`src/design/cds_pkg.sv`:
```
// constants for the channel divider and status register bank
// assumes a register access port driven by an i2c front end on core_clk
package cds_pkg;
	// ----------------------------------------------------------------
	// register offsets
	// ----------------------------------------------------------------
	localparam logic [7:0] CH1_DIV_OFS = 8'h15;
	localparam logic [7:0] CH2_DIV_OFS = 8'h16;
	localparam logic [7:0] CH3_DIV_OFS = 8'h17;
	localparam logic [7:0] STATUS_OFS  = 8'h18;
	// ----------------------------------------------------------------
	// field positions
	// ----------------------------------------------------------------
	localparam int FIN_LSB   = 12;
	localparam int FIN_W     = 4;
	localparam int FREF_LSB  = 0;
	localparam int FREF_W    = 10;
	localparam int ECH_LSB   = 14;
	localparam int UR_BIT    = 13;
	localparam int OR_BIT    = 12;
	localparam int WD_BIT    = 11;
	localparam int AHE_BIT   = 10;
	localparam int ALE_BIT   = 9;
	localparam int ZC_BIT    = 8;
	localparam int RDY_BIT   = 6;
	localparam int UNR0_BIT  = 3;
	// ----------------------------------------------------------------
	// reset values
	// ----------------------------------------------------------------
	localparam logic [15:0] DIV_RST    = 16'h0000;
	localparam logic [15:0] STATUS_RST = 16'h0000;
	localparam logic [9:0]  FREF_RST   = 10'h000;
endpackage : cds_pkg

```
`src/design/cds_ref_div.sv`:
```
// reference clock enable generator for one channel
// assumes divider value is static while in use; zero is treated as stop
module cds_ref_div (
	input  wire logic       core_clk,
	input  wire logic       rst_b,
	input  wire logic [9:0] div_val,
	output logic            ref_tick
);
	logic [9:0] cnt_q;

	// ----------------------------------------------------------------
	// divide core clock by div_val
	// ----------------------------------------------------------------
	always_ff @(posedge core_clk or negedge rst_b) begin
		if (!rst_b) begin
			cnt_q    <= cds_pkg::FREF_RST;
			ref_tick <= 1'b0;
		end else if (div_val == 10'h000) begin
			// reserved code: no defined ratio, hold still
			cnt_q    <= cds_pkg::FREF_RST;
			ref_tick <= 1'b0;
		end else if (cnt_q >= div_val - 10'h001) begin
			cnt_q    <= cds_pkg::FREF_RST;
			ref_tick <= 1'b1;
		end else begin
			cnt_q    <= cnt_q + 10'h001;
			ref_tick <= 1'b0;
		end
	end
endmodule : cds_ref_div

```
`src/design/cds_regs.sv`:
```
// channel 1..3 clock divider registers and converter status register
// assumes a synchronous register port from the i2c front end; one access per pulse
// Functional notes
// - divider bits 15:12 hold sensor input divider; zero reserved
// - divider bits 9:0 hold reference divider; ref clock = clk / value
// - status bits 15:14 name the channel that raised the error
// - errors latch until status read or source channel upper result read
// - under-range event sets status bit 13
// - over-range event sets status bit 12
// - status read clears error flags after the read
// - result ready bit 6 rises on new result, all active channels in sequence
// - unread bits show per channel results not yet fetched
module cds_regs (
	input  wire logic        core_clk,
	input  wire logic        rst_b,
	input  wire logic [7:0]  reg_addr,
	input  wire logic        reg_wr,
	input  wire logic        reg_rd,
	input  wire logic [15:0] reg_wdata,
	output logic      [15:0] reg_rdata,
	input  wire logic        evt_valid,
	input  wire logic [1:0]  evt_chan,
	input  wire logic        evt_under,
	input  wire logic        evt_over,
	input  wire logic        evt_wd,
	input  wire logic        evt_amp_hi,
	input  wire logic        evt_amp_lo,
	input  wire logic        evt_zero,
	input  wire logic        result_new,
	input  wire logic        seq_mode,
	input  wire logic [3:0]  active_chans,
	input  wire logic [3:0]  result_rd,
	output logic      [3:0]  sensor_input_div_ch1,
	output logic      [3:0]  sensor_input_div_ch2,
	output logic      [3:0]  sensor_input_div_ch3,
	output logic      [9:0]  reference_div_ch1,
	output logic      [9:0]  reference_div_ch2,
	output logic      [9:0]  reference_div_ch3,
	output logic      [3:0]  ref_tick
);
	logic [15:0] div_q [1:3];
	logic [1:0]  error_source_channel_q;
	logic [5:0]  err_q;
	logic        result_ready_flag_q;
	logic [3:0]  unread_q;
	logic [3:0]  seq_got_q;
	logic        status_rd;
	logic        src_rd;
	logic [5:0]  err_evt;
	logic [3:0]  chan_onehot;
	logic [3:0]  seq_got_d;
	logic [15:0] status_word;

	function automatic logic [3:0] cds_onehot(input logic [1:0] c);
		cds_onehot = 4'h1 << c;
	endfunction : cds_onehot

	function automatic logic [3:0] cds_fin(input logic [15:0] w);
		cds_fin = w[cds_pkg::FIN_LSB +: cds_pkg::FIN_W];
	endfunction : cds_fin

	function automatic logic [9:0] cds_fref(input logic [15:0] w);
		cds_fref = w[cds_pkg::FREF_LSB +: cds_pkg::FREF_W];
	endfunction : cds_fref

	// ----------------------------------------------------------------
	// access decode
	// ----------------------------------------------------------------
	assign status_rd   = reg_rd && (reg_addr == cds_pkg::STATUS_OFS);
	// result_rd bit set means upper result word of that channel read
	assign src_rd      = |(result_rd & cds_onehot(error_source_channel_q));
	assign err_evt     = evt_valid ? {evt_under, evt_over, evt_wd, evt_amp_hi, evt_amp_lo,
		evt_zero} : 6'h00;
	assign chan_onehot = cds_onehot(evt_chan);

	// ----------------------------------------------------------------
	// divider registers
	// ----------------------------------------------------------------
	always_ff @(posedge core_clk or negedge rst_b) begin
		if (!rst_b) begin
			div_q[1] <= cds_pkg::DIV_RST;
			div_q[2] <= cds_pkg::DIV_RST;
			div_q[3] <= cds_pkg::DIV_RST;
		end else if (reg_wr) begin
			// reserved bits stored as written; host keeps them zero
			unique case (reg_addr)
				cds_pkg::CH1_DIV_OFS: div_q[1] <= reg_wdata;
				cds_pkg::CH2_DIV_OFS: div_q[2] <= reg_wdata;
				cds_pkg::CH3_DIV_OFS: div_q[3] <= reg_wdata;
				default: ;
			endcase
		end
	end

	assign sensor_input_div_ch1 = cds_fin(div_q[1]);
	assign sensor_input_div_ch2 = cds_fin(div_q[2]);
	assign sensor_input_div_ch3 = cds_fin(div_q[3]);
	assign reference_div_ch1    = cds_fref(div_q[1]);
	assign reference_div_ch2    = cds_fref(div_q[2]);
	assign reference_div_ch3    = cds_fref(div_q[3]);

	// ----------------------------------------------------------------
	// reference clock enables, channel 0 divider lives elsewhere
	// ----------------------------------------------------------------
	assign ref_tick[0] = 1'b0;
	cds_ref_div u_ref1 (
		.core_clk (core_clk),
		.rst_b    (rst_b),
		.div_val  (reference_div_ch1),
		.ref_tick (ref_tick[1])
	);
	cds_ref_div u_ref2 (
		.core_clk (core_clk),
		.rst_b    (rst_b),
		.div_val  (reference_div_ch2),
		.ref_tick (ref_tick[2])
	);
	cds_ref_div u_ref3 (
		.core_clk (core_clk),
		.rst_b    (rst_b),
		.div_val  (reference_div_ch3),
		.ref_tick (ref_tick[3])
	);

	// ----------------------------------------------------------------
	// error flags and source channel
	// ----------------------------------------------------------------
	always_ff @(posedge core_clk or negedge rst_b) begin
		if (!rst_b) begin
			err_q                  <= 6'h00;
			error_source_channel_q <= 2'b00;
		end else begin
			// new event wins over a clear in the same cycle
			if (status_rd || src_rd) begin
				err_q <= err_evt;
			end else begin
				err_q <= err_q | err_evt;
			end
			if (|err_evt) begin
				error_source_channel_q <= evt_chan;
			end
		end
	end

	// ----------------------------------------------------------------
	// result ready and unread conversions
	// ----------------------------------------------------------------
	always_comb begin
		seq_got_d = seq_got_q;
		if (result_new) begin
			seq_got_d = seq_got_q | chan_onehot;
		end
	end

	always_ff @(posedge core_clk or negedge rst_b) begin
		if (!rst_b) begin
			result_ready_flag_q <= 1'b0;
			seq_got_q           <= 4'h0;
		end else begin
			// sequential mode waits for every active channel
			if (result_new && (!seq_mode || ((seq_got_d & active_chans) == active_chans))) begin
				result_ready_flag_q <= 1'b1;
				seq_got_q           <= 4'h0;
			end else begin
				seq_got_q <= seq_got_d;
				if (status_rd) begin
					result_ready_flag_q <= 1'b0;
				end
			end
		end
	end

	always_ff @(posedge core_clk or negedge rst_b) begin
		if (!rst_b) begin
			unread_q <= 4'h0;
		end else begin
			unread_q <= (unread_q & ~result_rd) | (result_new ? chan_onehot : 4'h0);
		end
	end

	// ----------------------------------------------------------------
	// status word assembly; reserved bits 7 and 5:4 stay zero
	// ----------------------------------------------------------------
	always_comb begin
		status_word = cds_pkg::STATUS_RST;
		status_word[cds_pkg::ECH_LSB +: 2] = error_source_channel_q;
		status_word[cds_pkg::UR_BIT]       = err_q[5];
		status_word[cds_pkg::OR_BIT]       = err_q[4];
		status_word[cds_pkg::WD_BIT]       = err_q[3];
		status_word[cds_pkg::AHE_BIT]      = err_q[2];
		status_word[cds_pkg::ALE_BIT]      = err_q[1];
		status_word[cds_pkg::ZC_BIT]       = err_q[0];
		status_word[cds_pkg::RDY_BIT]      = result_ready_flag_q;
		// channel 0 sits highest, so the unread bits run backwards
		for (int i = 0; i < 4; i++) begin
			status_word[cds_pkg::UNR0_BIT - i] = unread_q[i];
		end
	end

	// ----------------------------------------------------------------
	// read mux, registered; unmapped reads return zero
	// ----------------------------------------------------------------
	always_ff @(posedge core_clk or negedge rst_b) begin
		if (!rst_b) begin
			reg_rdata <= cds_pkg::STATUS_RST;
		end else if (reg_rd) begin
			unique case (reg_addr)
				cds_pkg::CH1_DIV_OFS: reg_rdata <= div_q[1];
				cds_pkg::CH2_DIV_OFS: reg_rdata <= div_q[2];
				cds_pkg::CH3_DIV_OFS: reg_rdata <= div_q[3];
				cds_pkg::STATUS_OFS: reg_rdata <= status_word;
				default: reg_rdata <= 16'h0000;
			endcase
		end
	end
endmodule : cds_regs

```
`config.mk`:
```
export PLATFORM = sky130hd
export DESIGN_NAME = cds_regs
export DESIGN_NICKNAME = d
export VERILOG_FILES = /design/src/design/cds_pkg.sv /design/src/design/cds_ref_div.sv /design/src/design/cds_regs.sv
export SDC_FILE = /design/constraint.sdc
export NUM_CORES = 1
export LEC_CHECK = 0
export BUFFER_PORTS_ARGS = -buffer_cell sky130_fd_sc_hd__clkbuf_2
export CAP_MARGIN = 20
export CORE_MARGIN = 2
export CORE_UTILIZATION = 52
export DETAILED_ROUTE_END_ITERATION = 12
export GPL_TIMING_DRIVEN = 0
export HOLD_SLACK_MARGIN = 0.08
export PLACE_DENSITY = 0.86
export RECOVER_POWER = 100
export SLEW_MARGIN = 40
export SYNTH_ARGS = -nofsm -noshare
export SYNTH_HDL_FRONTEND = slang
export SYNTH_SLANG_ARGS = --single-unit
```
`constraint.sdc`:
```
create_clock -name core_clk -period 2.9 [get_ports core_clk]
set_clock_uncertainty 0.1 [all_clocks]
set_input_delay 0.145 -clock core_clk [delete_from_list [all_inputs] [get_ports core_clk]]
set_output_delay 0.145 -clock core_clk [all_outputs]
set_load 0.05 [all_outputs]
```
# Yosys cells after proc, flatten, opt, wreduce, memory -nomap -nowiden
# Cells that the tools add are included.
# op_classes
addsub	6
order_cmp	3
n_eq_ne	5
n_shift	2
muxes	20
n_bitwise	7
reduce_logical	14
# op_table
cell	n
one-hot mux 16 bit (4 select lines)	1
2-to-1 mux 10 bit	6
== test 8 x 5 -> 1 bit (second input constant)	4
adder 10 x 1 -> 10 bit (second input constant)	3
>= comparator 10 bit	3
logical NOT 10 bit	3
subtractor 10 x 1 -> 10 bit (second input constant)	3
AND 4 bit	3
2-to-1 mux 4 bit	3
2-to-1 mux 6 bit	2
2-to-1 mux 1 bit	8
bitwise OR 4 bit	2
left shift 1 x 2 -> 4 bit (first input constant)	2
bitwise OR 6 bit	1
AND reduction 2 bit	3
OR reduction 6 bit	1
== test 4 bit	1
NOT 4 bit	1
OR reduction 4 bit	1
logical AND 1 bit	2
logical OR 1 bit	2
nonzero test 2 bit	1
logical NOT 1 bit	1
# totals
reg_bits	114
output_inout_bits	62
elab_cells	72

# Depth between registers and ports, before layout
# Gate-level depths: netlist of the first run.
# depth
depth_word	8
ltp_mapped	11
ltp_nobuf	10

# By module
# A second synthesis of the first run with hierarchy kept.
# hier_totals
cells_unflattened	583
hier_area_um2	6779.0
# modules_own_cells
mod	instances	cells_each	area_per_inst_um2
cds_regs	1	304	3993.8
cds_ref_div	3	93	928.4

# Worst setup path after synthesis of the first run
# Ideal clock, no wire load.
# synth_timing
path_type	reg-to-reg
from	register div_q, in the netlist reference_div_ch1[2]
to	register u_ref1.cnt_q[5]
setup_ns	0.135
t_arrival_ns	2.646
slack_ns	0.018
stages_incl_launch_ff	10
synth_period_minus_slack_ns	2.882
cell_sequence	dfrtp_1 -> or3_1 -> or4_1 -> nor4_2 -> xnor2_1 -> ha_1 -> nand4_1 -> o311ai_0 -> clkbuf_1 -> nor3b_1
# synth_between
elab_chain_len	4
elab_cells_between_ends	5
# synth_rtl
item	line_no	rtl
start, declared	cds_regs.sv:41	logic [15:0] div_q [1:3];
subtractor 10 x 1 -> 10 bit	cds_ref_div.sv:22	end else if (cnt_q >= div_val - 10'h001) begin
>= comparator 10 bit	cds_ref_div.sv:22	
2-to-1 mux 10 bit	cds_ref_div.sv:22	
2-to-1 mux 10 bit *	cds_ref_div.sv:18	end else if (div_val == 10'h000) begin
end signal, assigned	cds_ref_div.sv:20	cnt_q <= cds_pkg::FREF_RST;
end signal, assigned	cds_ref_div.sv:23	cnt_q <= cds_pkg::FREF_RST;
end signal, assigned	cds_ref_div.sv:26	cnt_q <= cnt_q + 10'h001;
end, declared	cds_ref_div.sv:9	logic [9:0] cnt_q;
# Every way passes the cells marked *; elsewhere a longest branch is shown, timed or not.
# A chain may end at the register's enable or synchronous reset.

# Final worst setup path of the first run
# layout_timing
from	register div_q, in the netlist reference_div_ch1[2]
to	register u_ref1.cnt_q[7]
# Same word-level chain as after synthesis.

==> impl_results.html, run 1 <==
<table>
<tr><th>Metric</th><th>Value</th></tr>
<tr><th colspan="2">Outcome</th></tr>
<tr><td>Result of the run</td><td>complete, but fails checks</td></tr>
<tr><td>Violated checks</td><td>max-capacitance violations, max-slew violations, negative setup slack</td></tr>
<tr><th colspan="2">Setup path</th></tr>
<tr><td>CP required</td><td>3110 ps</td></tr>
<tr><td>Kind of cell adding the most delay to the critical path</td><td>simple AND/OR/NAND/NOR gates</td></tr>
<tr><td>Largest stage delay on the critical path</td><td>450 ps</td></tr>
<tr><td>Slowest cell on the critical path</td><td>or4_4</td></tr>
<tr><td>Crit path capture type</td><td>flip-flop</td></tr>
<tr><td>Startpoint Class</td><td>flip-flop</td></tr>
<tr><td>Critical path, cell by cell</td><td>or3_4, or4_4, nor2_1, xnor2_1, ha_1, nand4_1, buf_4, o311ai_4, clkbuf_8, nor3b_2</td></tr>
<tr><td>Class of the most critical setup path</td><td>flip-flop to flip-flop</td></tr>
<tr><td>Arrival time of the worst setup path</td><td>3210 ps</td></tr>
<tr><td>Buf+Inv Stages, Crit Path</td><td>2</td></tr>
<tr><td>Worst-path fanout max</td><td>5</td></tr>
<tr><th colspan="2">GRT</th></tr>
<tr><td>Wire length of the first global-routing pass</td><td>29900 um</td></tr>
<tr><td>Number of global-route vias before repair</td><td>5731</td></tr>
<tr><td>Total overflow reported by the global router</td><td>0</td></tr>
<tr><td>Maximum number of pins on one net before global-route repair</td><td>71</td></tr>
<tr><td>Global-route usage over all layers</td><td>0.291</td></tr>
<tr><td>Number of antenna violations at the first check in global routing</td><td>0</td></tr>
<tr><th colspan="2">CTS</th></tr>
<tr><td>Clock Path Buffers</td><td>2</td></tr>
<tr><td>Register clock-pin slew on the reported worst setup and hold paths</td><td>60 ps</td></tr>
<tr><td>CTS Root Cell</td><td>clkbuf_16</td></tr>
<tr><td>TritonCTS clock tree</td><td>yes</td></tr>
<tr><td>Sink count of the clock tree</td><td>114</td></tr>
<tr><td>Num CTS Buffers</td><td>17</td></tr>
<tr><td>Level count of the clock H-tree</td><td>4</td></tr>
<tr><td>Clock latency on the worst-skew pair</td><td>420 ps</td></tr>
<tr><th colspan="2">STA</th></tr>
<tr><td>Setup repair after global routing missed its margin</td><td>true</td></tr>
<tr><td>Min Tclk post-route</td><td>3000 ps</td></tr>
<tr><td>Max-slew headroom</td><td>-0.345</td></tr>
<tr><td>Transition time at the pin with the least slew margin</td><td>2020 ps</td></tr>
<tr><td>Post-route fraction of the period consumed by the critical path</td><td>1.04</td></tr>
<tr><td>Highest Clock Rate</td><td>333 MHz</td></tr>
<tr><td>Number of failing hold endpoints at the final stage</td><td>0</td></tr>
<tr><td>Count of final setup violators</td><td>31</td></tr>
<tr><td>PnR worst setup slack</td><td>-102 ps</td></tr>
<tr><td>Pins Over Slew Limit</td><td>46</td></tr>
<tr><th colspan="2">Logic synthesis</th></tr>
<tr><td>Ys async rst share</td><td>1.00</td></tr>
<tr><td>Flop and latch count out of synthesis</td><td>114</td></tr>
<tr><td>Seq/Total Area, Yosys</td><td>0.429</td></tr>
<tr><td>Mean post-synth cell area</td><td>10.8 um2</td></tr>
<tr><td>Number of unique standard cell types used by synthesis</td><td>57</td></tr>
<tr><td>Post-synthesis instance area</td><td>6660 um2</td></tr>
<tr><td>Synthesized Nets</td><td>701</td></tr>
<tr><td>Most used flip-flop cell after synthesis</td><td>dfrtp_1</td></tr>
<tr><td>Number of enable-type register cells in the synthesized netlist</td><td>0</td></tr>
<tr><td>Number of synthesis warnings</td><td>0</td></tr>
<tr><td>Syn Inst Count</td><td>618</td></tr>
<tr><th colspan="2">Routing</th></tr>
<tr><td>DRC violations left</td><td>0</td></tr>
<tr><td>Detailed-route vias per instance</td><td>5.90</td></tr>
<tr><td>DRT Pass-1 Iters</td><td>6</td></tr>
<tr><td>WL per Instance</td><td>20.0 um</td></tr>
<tr><td>Antenna Violating Nets Remaining</td><td>0</td></tr>
<tr><td>Overall routed net length</td><td>19800 um</td></tr>
<tr><td>Iteration-0 DRC Markers</td><td>647</td></tr>
<tr><td>DR vias</td><td>5831</td></tr>
<tr><th colspan="2">Placement</th></tr>
<tr><td>Area of placed instances</td><td>7440 um2</td></tr>
<tr><td>Placed cell count</td><td>897</td></tr>
<tr><td>Routability congestion estimate</td><td>0.895</td></tr>
<tr><td>Port buffer count</td><td>106</td></tr>
<tr><td>HPWL reported at the end of detailed placement</td><td>11600 um</td></tr>
<tr><th colspan="2">Cells and area</th></tr>
<tr><td>Final instance count without filler cells</td><td>988</td></tr>
<tr><td>Final nets</td><td>886</td></tr>
<tr><td>Antenna cells</td><td>0</td></tr>
<tr><td>Most common cell after layout, fill and taps aside</td><td>dfrtp_1</td></tr>
<tr><td>Commonest cells after routing, fill and taps aside</td><td>108 x dfrtp_1, 79 x clkbuf_1, 57 x buf_4</td></tr>
<tr><td>Share of post-route cells with drive strength above 1</td><td>0.276</td></tr>
<tr><td>Area delta synth-&gt;final</td><td>29.2%</td></tr>
<tr><td>Area of all placed cells without fillers</td><td>8600 um2</td></tr>
<tr><th colspan="2">Floorplan</th></tr>
<tr><td>Die span in y</td><td>117 um</td></tr>
<tr><td>Ports</td><td>109</td></tr>
<tr><td>Initial Util</td><td>0.530</td></tr>
<tr><td>Overall die area</td><td>13700 um2</td></tr>
<tr><td># rows</td><td>41</td></tr>
<tr><td>Core Region</td><td>12600 um2</td></tr>
<tr><td>Die boundary width</td><td>117 um</td></tr>
<tr><th colspan="2">Power</th></tr>
<tr><td>Worst IR drop on VDD</td><td>0.000468 V</td></tr>
<tr><td>Leak</td><td>4.10 nW</td></tr>
<tr><td>Power per cell area</td><td>575 nW/um2</td></tr>
<tr><th colspan="2">Min path</th></tr>
<tr><td>Tightest Hold Check Type</td><td>input port to flip-flop</td></tr>
<tr><th colspan="2">Flow run</th></tr>
<tr><td>Maximum capacitance violations</td><td>1</td></tr>
</table>
[cell usage after synthesis, drive strengths merged, types with 10 or more instances]
master | n | area share
xor2 | 10 | 0.013
buf | 55 | 0.060
nor3b | 21 | 0.024
nand2 | 33 | 0.019
a22o | 19 | 0.025
inv | 39 | 0.022
nand3 | 16 | 0.014
dfrtp | 114 | 0.43
a21oi | 11 | 0.0083
ha | 36 | 0.068
xnor2 | 37 | 0.049
a22oi | 17 | 0.019
o21ai | 18 | 0.014
nor2 | 30 | 0.017
nor3 | 14 | 0.011
mux2 | 62 | 0.11
clkbuf | 12 | 0.0068
[state kept, by name, indices dropped and copies added, names as in the netlist, 6 cells and up]
register,count
reference_div_ch2,10
reference_div_ch1,10
err_q,6
div_q,6
reg_rdata,16
reference_div_ch3,10
u_ref2.cnt_q,10
u_ref3.cnt_q,10
u_ref1.cnt_q,10
[power breakdown]
part | switching (mW) | internal, mW | leakage (nW)
registers | 0.120 | 1.68 | 1.54
clock network | 0.829 | 1.32 | 0.288
logic | 0.549 | 0.440 | 2.27
[cell families after synthesis]
logic type,share of synthesized area
simple gates,0.135
flops,0.429
buf+inv,0.0887
compound gates,0.104
mux,0.114
xor+xnor,0.0618
fa+ha+maj,0.0677
other cells,0.000563
[worst reg2reg max path: cells and delay by family, from the launching register on]
family | cells | cell delay, ps
buffers and inverters | 2 | 400
DFF | 1 | 430
AOI/OAI and AO/OA | 1 | 300
and+or+nand+nor | 5 | 1190
adders and majority gates | 1 | 350
xor gates and xnor gates | 1 | 110
[through the flow]
stage | total power [mW] | utilization | TNS, ps | setup slack, ps | hold slack, ps
after CTS | 4.90 | 0.692 | -2600 | -187 | 82.3
after global placement | 2.63 | 0.589 | -14050 | -416 | 263
final | 4.95 | 0.684 | -2180 | -102 | 100
after global routing | 5.14 | 0.684 | -9930 | -223 | 120
after floorplan | 2.41 | - | 0 | 18.4 | -251
after detailed placement | 2.67 | 0.592 | -9900 | -498 | 6.78
[final timing paths]
path | from | cells past startpoint | end | slack (ps)
min | reg_addr[3] | 4 | reg_rdata[7]$_DFFE_PN0P_ | 100
min reg2reg | u_ref1.cnt_q[0]$_DFF_PN0_ | 1 | u_ref1.cnt_q[0]$_DFF_PN0_ | 400
max reg2reg | reference_div_ch1[2]$_DFFE_PN0P_ | 10 | u_ref1.cnt_q[7]$_DFF_PN0_ | -100
min in group asynchronous | rst_b | 2 | reference_div_ch3[0]$_DFFE_PN0P_ | 850
max | reference_div_ch1[2]$_DFFE_PN0P_ | 10 | u_ref1.cnt_q[7]$_DFF_PN0_ | -100
max in group asynchronous | rst_b | 3 | unread_q[0]$_DFF_PN0_ | 370
[layout make-up]
cell class	count	area, um2
fill	879	3970
multi-input combinational	398	3280
sequential	114	2860
timing repair buffer	166	1040
clock buffer	19	453
buffer	67	453
tap	172	215
clock inverter	13	149
inverter	39	146
[layer usage]
metal  wire [um]  share of wire  global-route usage  vias up
met4        1110          0.056               0.185        0
met2        9470           0.48               0.454      345
met1        7700           0.39               0.362     2851
met5           0              0              0.0148        -
li1            -              -                   -     2530
met3        1510          0.076              0.0721      105
[what timing repair did]
action                                 in CTS  in global routing
gates resized for setup                    36                 12
hold buffers                               46                  0
setup endpoints to repair                  32                 32
endpoints found under the hold margin     185                  0
pin swaps                                  21                 11
gates cloned                                2                  0
buffers inserted                            6                  5
Power figures use the tool's default switching activity.
==> run 2, diff against run 1 <==
--- a/config.mk
+++ b/config.mk
@@ -11,9 +11,9 @@
 export CORE_UTILIZATION = 52
 export DETAILED_ROUTE_END_ITERATION = 12
 export GPL_TIMING_DRIVEN = 0
-export HOLD_SLACK_MARGIN = 0.08
 export PLACE_DENSITY = 0.86
 export RECOVER_POWER = 100
+export REMOVE_ABC_BUFFERS = 1
 export SLEW_MARGIN = 40
 export SYNTH_ARGS = -nofsm -noshare
 export SYNTH_HDL_FRONTEND = slang
==> run 2 against run 1 <==
  * The flow still finishes with violations (max-capacitance violations, max-slew violations, negative setup slack)
  * Wire length fell by 3.1%
  * Setup slack lost 130 ps
  * Sequential share of layout area grew 1.7 points
  * Non-clock buffer count fell by 76
  * Largest cell class unchanged
  * Largest power group unchanged
  * Highest routed layer unchanged
==> impl_results.html, run 2 (synthesis gave the netlist of run 1 again) <==
<table>
<tr><th>Metric</th><th>Value</th></tr>
<tr><th colspan="2">Setup path</th></tr>
<tr><td>Critical path, cell by cell</td><td>or3_4, or4_4, nor4_4, xnor2_1, ha_1, nand4_1, buf_4, o311ai_4, buf_6, and2_4</td></tr>
<tr><td>Slowest cell on the critical path</td><td>or4_4</td></tr>
<tr><td>Worst-path fanout max</td><td>6</td></tr>
<tr><td>CP required</td><td>3160 ps</td></tr>
<tr><td>Largest stage delay on the critical path</td><td>450 ps</td></tr>
<tr><td>Startpoint Class</td><td>flip-flop</td></tr>
<tr><td>Crit path capture type</td><td>flip-flop</td></tr>
<tr><td>Arrival time of the worst setup path</td><td>3380 ps</td></tr>
<tr><td>Class of the most critical setup path</td><td>flip-flop to flip-flop</td></tr>
<tr><th colspan="2">GRT</th></tr>
<tr><td>Wire length of the first global-routing pass</td><td>30000 um</td></tr>
<tr><td>Global-route usage over all layers</td><td>0.291</td></tr>
<tr><td>Number of global-route vias before repair</td><td>5663</td></tr>
<tr><td>Number of antenna violations at the first check in global routing</td><td>0</td></tr>
<tr><td>Total overflow reported by the global router</td><td>0</td></tr>
<tr><td>Maximum number of pins on one net before global-route repair</td><td>74</td></tr>
<tr><th colspan="2">STA</th></tr>
<tr><td>Post-route fraction of the period consumed by the critical path</td><td>1.08</td></tr>
<tr><td>Number of failing hold endpoints at the final stage</td><td>0</td></tr>
<tr><td>Transition time at the pin with the least slew margin</td><td>2070 ps</td></tr>
<tr><td>PnR worst setup slack</td><td>-228 ps</td></tr>
<tr><td>Pins Over Slew Limit</td><td>42</td></tr>
<tr><td>Min Tclk post-route</td><td>3130 ps</td></tr>
<tr><td>Max-slew headroom</td><td>-0.380</td></tr>
<tr><td>Setup repair after global routing missed its margin</td><td>true</td></tr>
<tr><td>Sum Neg Setup Slack</td><td>-2330 ps</td></tr>
<tr><td>Highest Clock Rate</td><td>320 MHz</td></tr>
<tr><td>Count of final setup violators</td><td>19</td></tr>
<tr><td>Final worst hold slack</td><td>16.6 ps</td></tr>
<tr><th colspan="2">Floorplan</th></tr>
<tr><td># rows</td><td>41</td></tr>
<tr><td>Core Region</td><td>12600 um2</td></tr>
<tr><td>Die span in y</td><td>117 um</td></tr>
<tr><td>Ports</td><td>109</td></tr>
<tr><td>Initial Util</td><td>0.530</td></tr>
<tr><td>Overall die area</td><td>13700 um2</td></tr>
<tr><td>Die boundary width</td><td>117 um</td></tr>
<tr><th colspan="2">Power</th></tr>
<tr><td>Worst IR drop on VDD</td><td>0.000522 V</td></tr>
<tr><td>Overall power consumption</td><td>4.88 mW</td></tr>
<tr><td>Power per cell area</td><td>597 nW/um2</td></tr>
<tr><td>Leak</td><td>3.95 nW</td></tr>
<tr><th colspan="2">CTS</th></tr>
<tr><td>Clock latency on the worst-skew pair</td><td>420 ps</td></tr>
<tr><td>TritonCTS clock tree</td><td>yes</td></tr>
<tr><td>Num CTS Buffers</td><td>17</td></tr>
<tr><td>CTS Root Cell</td><td>clkbuf_16</td></tr>
<tr><td>Sink count of the clock tree</td><td>114</td></tr>
<tr><td>Clock Path Buffers</td><td>2</td></tr>
<tr><td>Level count of the clock H-tree</td><td>4</td></tr>
<tr><td>Register clock-pin slew on the reported worst setup and hold paths</td><td>50 ps</td></tr>
<tr><th colspan="2">Cells and area</th></tr>
<tr><td>Final nets</td><td>811</td></tr>
<tr><td>Antenna cells</td><td>0</td></tr>
<tr><td>Most common cell after layout, fill and taps aside</td><td>dfrtp_1</td></tr>
<tr><td>Max FFs per register</td><td>16</td></tr>
<tr><td>Share of post-route cells with drive strength above 1</td><td>0.274</td></tr>
<tr><td>Area of all placed cells without fillers</td><td>8180 um2</td></tr>
<tr><td>Most flop-heavy register</td><td>reg_rdata</td></tr>
<tr><td>Final instance count without filler cells</td><td>912</td></tr>
<tr><td>Commonest cells after routing, fill and taps aside</td><td>108 x dfrtp_1, 57 x clkbuf_2, 52 x mux2_2</td></tr>
<tr><td>Area delta synth-&gt;final</td><td>22.9%</td></tr>
<tr><th colspan="2">Routing</th></tr>
<tr><td>DR vias</td><td>5608</td></tr>
<tr><td>Antenna Violating Nets Remaining</td><td>0</td></tr>
<tr><td>DRC violations left</td><td>0</td></tr>
<tr><td>WL per Instance</td><td>21.0 um</td></tr>
<tr><td>Iteration-0 DRC Markers</td><td>467</td></tr>
<tr><td>Detailed-route vias per instance</td><td>6.15</td></tr>
<tr><td>Overall routed net length</td><td>19200 um</td></tr>
<tr><td>DRT Pass-1 Iters</td><td>5</td></tr>
<tr><th colspan="2">Outcome</th></tr>
<tr><td>Violated checks</td><td>max-capacitance violations, max-slew violations, negative setup slack</td></tr>
<tr><td>Result of the run</td><td>complete, but fails checks</td></tr>
<tr><th colspan="2">Placement</th></tr>
<tr><td>Placed cell count</td><td>834</td></tr>
<tr><td>Area of placed instances</td><td>7030 um2</td></tr>
<tr><td>Routability congestion estimate</td><td>0.870</td></tr>
<tr><td>HPWL reported at the end of detailed placement</td><td>11700 um</td></tr>
<tr><td>Port buffer count</td><td>107</td></tr>
<tr><th colspan="2">Flow run</th></tr>
<tr><td>Maximum capacitance violations</td><td>1</td></tr>
<tr><th colspan="2">Min path</th></tr>
<tr><td>Tightest Hold Check Type</td><td>input port to flip-flop</td></tr>
</table>
[run 2: final timing paths]
kind / startpoint / endpoint / slack [ps] / depth (start not counted)
max: reference_div_ch1[2]$_DFFE_PN0P_ / u_ref1.ref_tick$_DFF_PN0_ / -230 / 10
min: evt_chan[0] / error_source_channel_q[0]$_DFFE_PN0P_ / 20 / 3
max reg2reg: reference_div_ch1[2]$_DFFE_PN0P_ / u_ref1.ref_tick$_DFF_PN0_ / -230 / 10
min reg2reg: u_ref2.cnt_q[0]$_DFF_PN0_ / u_ref2.cnt_q[0]$_DFF_PN0_ / 390 / 1
max in group asynchronous: rst_b / reference_div_ch1[3]$_DFFE_PN0P_ / 390 / 2
min in group asynchronous: rst_b / u_ref3.cnt_q[7]$_DFF_PN0_ / 960 / 2
[run 2: layer usage]
metal | vias up | part of all wire | track usage
met2 | 338 | 0.49 | 0.477
met3 | 78 | 0.081 | 0.0788
li1 | 2385 | - | -
met5 | - | 0 | 0
met1 | 2807 | 0.39 | 0.358
met4 | 0 | 0.040 | 0.133
[run 2: stage by stage]
| step | worst slack [ps] | utilization |
|---|---|---|
| detailed placement | -329 | 0.560 |
| global placement | -1110 | 0.554 |
| floorplan | -771 | - |
| finish | -228 | 0.651 |
| global route | -319 | 0.651 |
| CTS | -88.2 | 0.651 |
[run 2: repair_timing]
item | CTS | global route
hold buffers | 37 | 0
gates resized for setup | 28 | 13
setup endpoints to repair | 30 | 30
gates cloned | 1 | 0
endpoints found under the hold margin | 174 | 0
setup buffers | 7 | 2
pin swaps | 17 | 14
[run 2: cell type report]
cell class / instances / area, um2
multi-input combinational: 399 / 3380
timing repair buffer: 157 / 972
clock inverter: 9 / 130
clock buffer: 22 / 474
inverter: 39 / 146
sequential: 114 / 2860
fill: 857 / 4390
tap: 172 / 215
[run 2: report_power, final]
group          internal, mW  switching, mW
registers              1.68          0.117
clock network          1.41          0.740
logic                 0.394          0.538
total                  3.49           1.40
[run 2: critical path, delay by kind of cell (launching register included)]
kind,cells,cell delay [ps]
xor gates and xnor gates,1,140
adders and majority gates,1,360
buffers and inverters,2,370
DFF,1,420
AOI/OAI and AO/OA,1,280
and+or+nand+nor,5,1380
==> run 3, diff against run 2 <==
--- a/config.mk
+++ b/config.mk
@@ -11,7 +11,7 @@
 export CORE_UTILIZATION = 52
 export DETAILED_ROUTE_END_ITERATION = 12
 export GPL_TIMING_DRIVEN = 0
-export PLACE_DENSITY = 0.86
+export PLACE_DENSITY = 0.89
 export RECOVER_POWER = 100
 export REMOVE_ABC_BUFFERS = 1
 export SLEW_MARGIN = 40
==> run 3 against run 2 <==
  * The run still ends with max-capacitance violations, max-slew violations, negative setup slack left
  * First-iteration DRC count fell by 14%
  * Fmax increased by 7.0%
  * Via count fell by 5.5%
  * Global-route usage decreased by 2.4 points
  * Utilization shrank 0.30 points
  * Sequential share of layout area up 0.18 points
  * Wire length shrank 7.1%
  * Cell count is 0.44% higher
  * Clock-buffer cell count is 1 higher
  * Power increased by 2.0%
  * Highest routed layer unchanged
==> impl_results.html, run 3 (synthesis gave the netlist of run 1 again) <==
<table>
<tr><th>Metric</th><th>Value</th></tr>
<tr><th colspan="2">Outcome</th></tr>
<tr><td>Result of the run</td><td>complete, but fails checks</td></tr>
<tr><td>Violated checks</td><td>max-capacitance violations, max-slew violations, negative setup slack</td></tr>
<tr><th colspan="2">Cells and area</th></tr>
<tr><td>Most common cell after layout, fill and taps aside</td><td>dfrtp_1</td></tr>
<tr><td>Final instance count without filler cells</td><td>916</td></tr>
<tr><td>Area delta synth-&gt;final</td><td>22.3%</td></tr>
<tr><td>Final nets</td><td>814</td></tr>
<tr><td>Most flop-heavy register</td><td>reg_rdata</td></tr>
<tr><td>Share of post-route cells with drive strength above 1</td><td>0.239</td></tr>
<tr><td>Fill count</td><td>918</td></tr>
<tr><td>Commonest cells after routing, fill and taps aside</td><td>107 x dfrtp_1, 64 x clkbuf_1, 52 x mux2_2</td></tr>
<tr><td>Max FFs per register</td><td>16</td></tr>
<tr><td>Area of all placed cells without fillers</td><td>8140 um2</td></tr>
<tr><td>Antenna cells</td><td>0</td></tr>
<tr><th colspan="2">GRT</th></tr>
<tr><td>Number of global-route vias before repair</td><td>5215</td></tr>
<tr><td>Maximum number of pins on one net before global-route repair</td><td>73</td></tr>
<tr><td>Global-route usage over all layers</td><td>0.266</td></tr>
<tr><td>Total overflow reported by the global router</td><td>0</td></tr>
<tr><td>Number of antenna violations at the first check in global routing</td><td>0</td></tr>
<tr><td>Wire length of the first global-routing pass</td><td>27400 um</td></tr>
<tr><th colspan="2">CTS</th></tr>
<tr><td>Clock latency on the worst-skew pair</td><td>420 ps</td></tr>
<tr><td>TritonCTS clock tree</td><td>yes</td></tr>
<tr><td>CTS Root Cell</td><td>clkbuf_16</td></tr>
<tr><td>Register clock-pin slew on the reported worst setup and hold paths</td><td>60 ps</td></tr>
<tr><td>Level count of the clock H-tree</td><td>4</td></tr>
<tr><td>Num CTS Buffers</td><td>17</td></tr>
<tr><td>Sink count of the clock tree</td><td>114</td></tr>
<tr><td>Clock Path Buffers</td><td>2</td></tr>
<tr><th colspan="2">Setup path</th></tr>
<tr><td>Crit path capture type</td><td>flip-flop</td></tr>
<tr><td>CP required</td><td>3110 ps</td></tr>
<tr><td>Critical path, cell by cell</td><td>or4_4, or3_4, nor4_4, xnor2_1, ha_1, nand4_1, nor2_1, a211o_2, and2_1</td></tr>
<tr><td>Reg-to-reg slack, setup</td><td>-20 ps</td></tr>
<tr><td>Buf+Inv Stages, Crit Path</td><td>0</td></tr>
<tr><td>Number of cells on the worst reg-to-reg path</td><td>9</td></tr>
<tr><td>Critical path startpoint</td><td>reference_div_ch2[0]$_DFFE_PN0P_</td></tr>
<tr><td>Worst-path fanout max</td><td>6</td></tr>
<tr><td>Kind of cell adding the most delay to the critical path</td><td>simple AND/OR/NAND/NOR gates</td></tr>
<tr><td>End of the worst register-to-register path</td><td>u_ref2.ref_tick$_DFF_PN0_</td></tr>
<tr><td>Slowest cell on the critical path</td><td>or4_4</td></tr>
<tr><td>R2R Path Start</td><td>reference_div_ch2[0]$_DFFE_PN0P_</td></tr>
<tr><td>Class of the most critical setup path</td><td>flip-flop to flip-flop</td></tr>
<tr><td>Arrival time of the worst setup path</td><td>3130 ps</td></tr>
<tr><td>Largest stage delay on the critical path</td><td>540 ps</td></tr>
<tr><td>Depth of the critical timing path with buffers and inverters included</td><td>9</td></tr>
<tr><td>Startpoint Class</td><td>flip-flop</td></tr>
<tr><th colspan="2">Routing</th></tr>
<tr><td>Detailed-route vias per instance</td><td>5.78</td></tr>
<tr><td>Antenna Violating Nets Remaining</td><td>0</td></tr>
<tr><td>DRT Pass-1 Iters</td><td>5</td></tr>
<tr><td>Overall routed net length</td><td>17800 um</td></tr>
<tr><td>WL per Instance</td><td>19.5 um</td></tr>
<tr><td>DRC violations left</td><td>0</td></tr>
<tr><td>DR vias</td><td>5298</td></tr>
<tr><td>Iteration-0 DRC Markers</td><td>400</td></tr>
<tr><th colspan="2">Placement</th></tr>
<tr><td>Routability congestion estimate</td><td>0.875</td></tr>
<tr><td>Area of placed instances</td><td>7040 um2</td></tr>
<tr><td>HPWL reported at the end of detailed placement</td><td>11000 um</td></tr>
<tr><td>Port buffer count</td><td>107</td></tr>
<tr><td>Post-place setup slack</td><td>-220 ps</td></tr>
<tr><td>Placed cell count</td><td>834</td></tr>
<tr><th colspan="2">STA</th></tr>
<tr><td>Min Tclk post-route</td><td>2920 ps</td></tr>
<tr><td>Final worst hold slack</td><td>61.3 ps</td></tr>
<tr><td>Highest Clock Rate</td><td>342 MHz</td></tr>
<tr><td>Sum Neg Setup Slack</td><td>-131 ps</td></tr>
<tr><td>Setup repair after global routing missed its margin</td><td>true</td></tr>
<tr><td>Max-slew headroom</td><td>-0.307</td></tr>
<tr><td>Transition time at the pin with the least slew margin</td><td>1960 ps</td></tr>
<tr><td>Pins Over Slew Limit</td><td>44</td></tr>
<tr><td>Post-route fraction of the period consumed by the critical path</td><td>1.01</td></tr>
<tr><td>Count of final setup violators</td><td>10</td></tr>
<tr><td>Number of failing hold endpoints at the final stage</td><td>0</td></tr>
<tr><td>PnR worst setup slack</td><td>-24.2 ps</td></tr>
<tr><th colspan="2">Floorplan</th></tr>
<tr><td>Ports</td><td>109</td></tr>
<tr><td>Overall die area</td><td>13700 um2</td></tr>
<tr><td>Die span in y</td><td>117 um</td></tr>
<tr><td>Die boundary width</td><td>117 um</td></tr>
<tr><td>Core Region</td><td>12600 um2</td></tr>
<tr><td>Initial Util</td><td>0.530</td></tr>
<tr><td># rows</td><td>41</td></tr>
<tr><th colspan="2">Power</th></tr>
<tr><td>Worst IR drop on VDD</td><td>0.000389 V</td></tr>
<tr><td>Combinational share of power</td><td>0.183</td></tr>
<tr><td>Relative contribution of sequential cells to total power</td><td>0.360</td></tr>
<tr><td>Power per cell area</td><td>612 nW/um2</td></tr>
<tr><td>Clock network fraction of total power</td><td>0.457</td></tr>
<tr><td>Cell Int Power</td><td>3.62 mW</td></tr>
<tr><td>Psw</td><td>1.36 mW</td></tr>
<tr><td>Switching portion of total power</td><td>0.274</td></tr>
<tr><td>Leak</td><td>3.88 nW</td></tr>
<tr><th colspan="2">Min path</th></tr>
<tr><td>Hold path start</td><td>reg_addr[1]</td></tr>
<tr><td>Tightest Hold Check Type</td><td>input port to flip-flop</td></tr>
<tr><td>Worst Hold Depth</td><td>3</td></tr>
<tr><td>Worst Hold Path EP</td><td>reg_rdata[5]$_DFFE_PN0P_</td></tr>
<tr><th colspan="2">Flow run</th></tr>
<tr><td>Maximum capacitance violations</td><td>1</td></tr>
</table>
## run 3: final cells by class
type | count | area [um2] | share of cell area
multi-input combinational | 399 | 3310 | 0.406
sequential | 114 | 2860 | 0.351
timing repair buffer | 160 | 973 | 0.120
clock buffer | 23 | 458 | 0.0562
tap | 172 | 215 | 0.0264
clock inverter | 9 | 179 | 0.0220
inverter | 39 | 146 | 0.0180
## run 3: how the worst max path moves through the flow
stage | endpoint | slack [ps]
after floorplan | u_ref1.ref_tick$_DFF_PN0_ | -770
after global placement | u_ref1.ref_tick$_DFF_PN0_ | -1180
after detailed placement | u_ref1.cnt_q[5]$_DFF_PN0_ | -220
after CTS | u_ref1.cnt_q[5]$_DFF_PN0_ | -10
after global routing | u_ref2.cnt_q[0]$_DFF_PN0_ | -150
final | u_ref2.ref_tick$_DFF_PN0_ | -20
## run 3: per-stage QoR
step	power, mW	util
2_1_floorplan	2.35	-
3_3_place_gp	2.57	0.554
3_5_place_dp	2.62	0.560
4_1_cts	4.97	0.652
5_1_grt	5.18	0.648
6_report	4.98	0.648
## run 3: worst register-to-register path, delay by kind of cell, from the launching register on
kind	cells	cell delay, ps
simple gates	6	1450
flops	1	430
compound gates	1	410
fa+ha+maj	1	270
xor+xnor	1	150
## run 3: power groups by stage
stage               clock (mW)  combinational, mW  sequential [mW]
finish                    2.28              0.910             1.80
global route              2.37              0.999             1.81
CTS                       2.29              0.897             1.79
detailed placement           0              0.803             1.82
global placement             0              0.760             1.81
floorplan                    0              0.468             1.89
## run 3: timing repair
action,4_1_cts,5_1_grt
buffers inserted,7,3
gates cloned,1,0
endpoints found under the setup margin,29,31
endpoints found under the hold margin,178,0
hold buffers,39,0
resized for setup,20,10
pin swaps,10,14
## run 3: routing by layer
layer	vias up	GRT usage	wire [um]	part of all wire
li1	2407	-	-	-
met1	2615	0.355	7540	0.42
met2	238	0.419	8720	0.49
met3	38	0.0587	1100	0.062
met4	0	0.118	461	0.026
met5	-	0	0	0
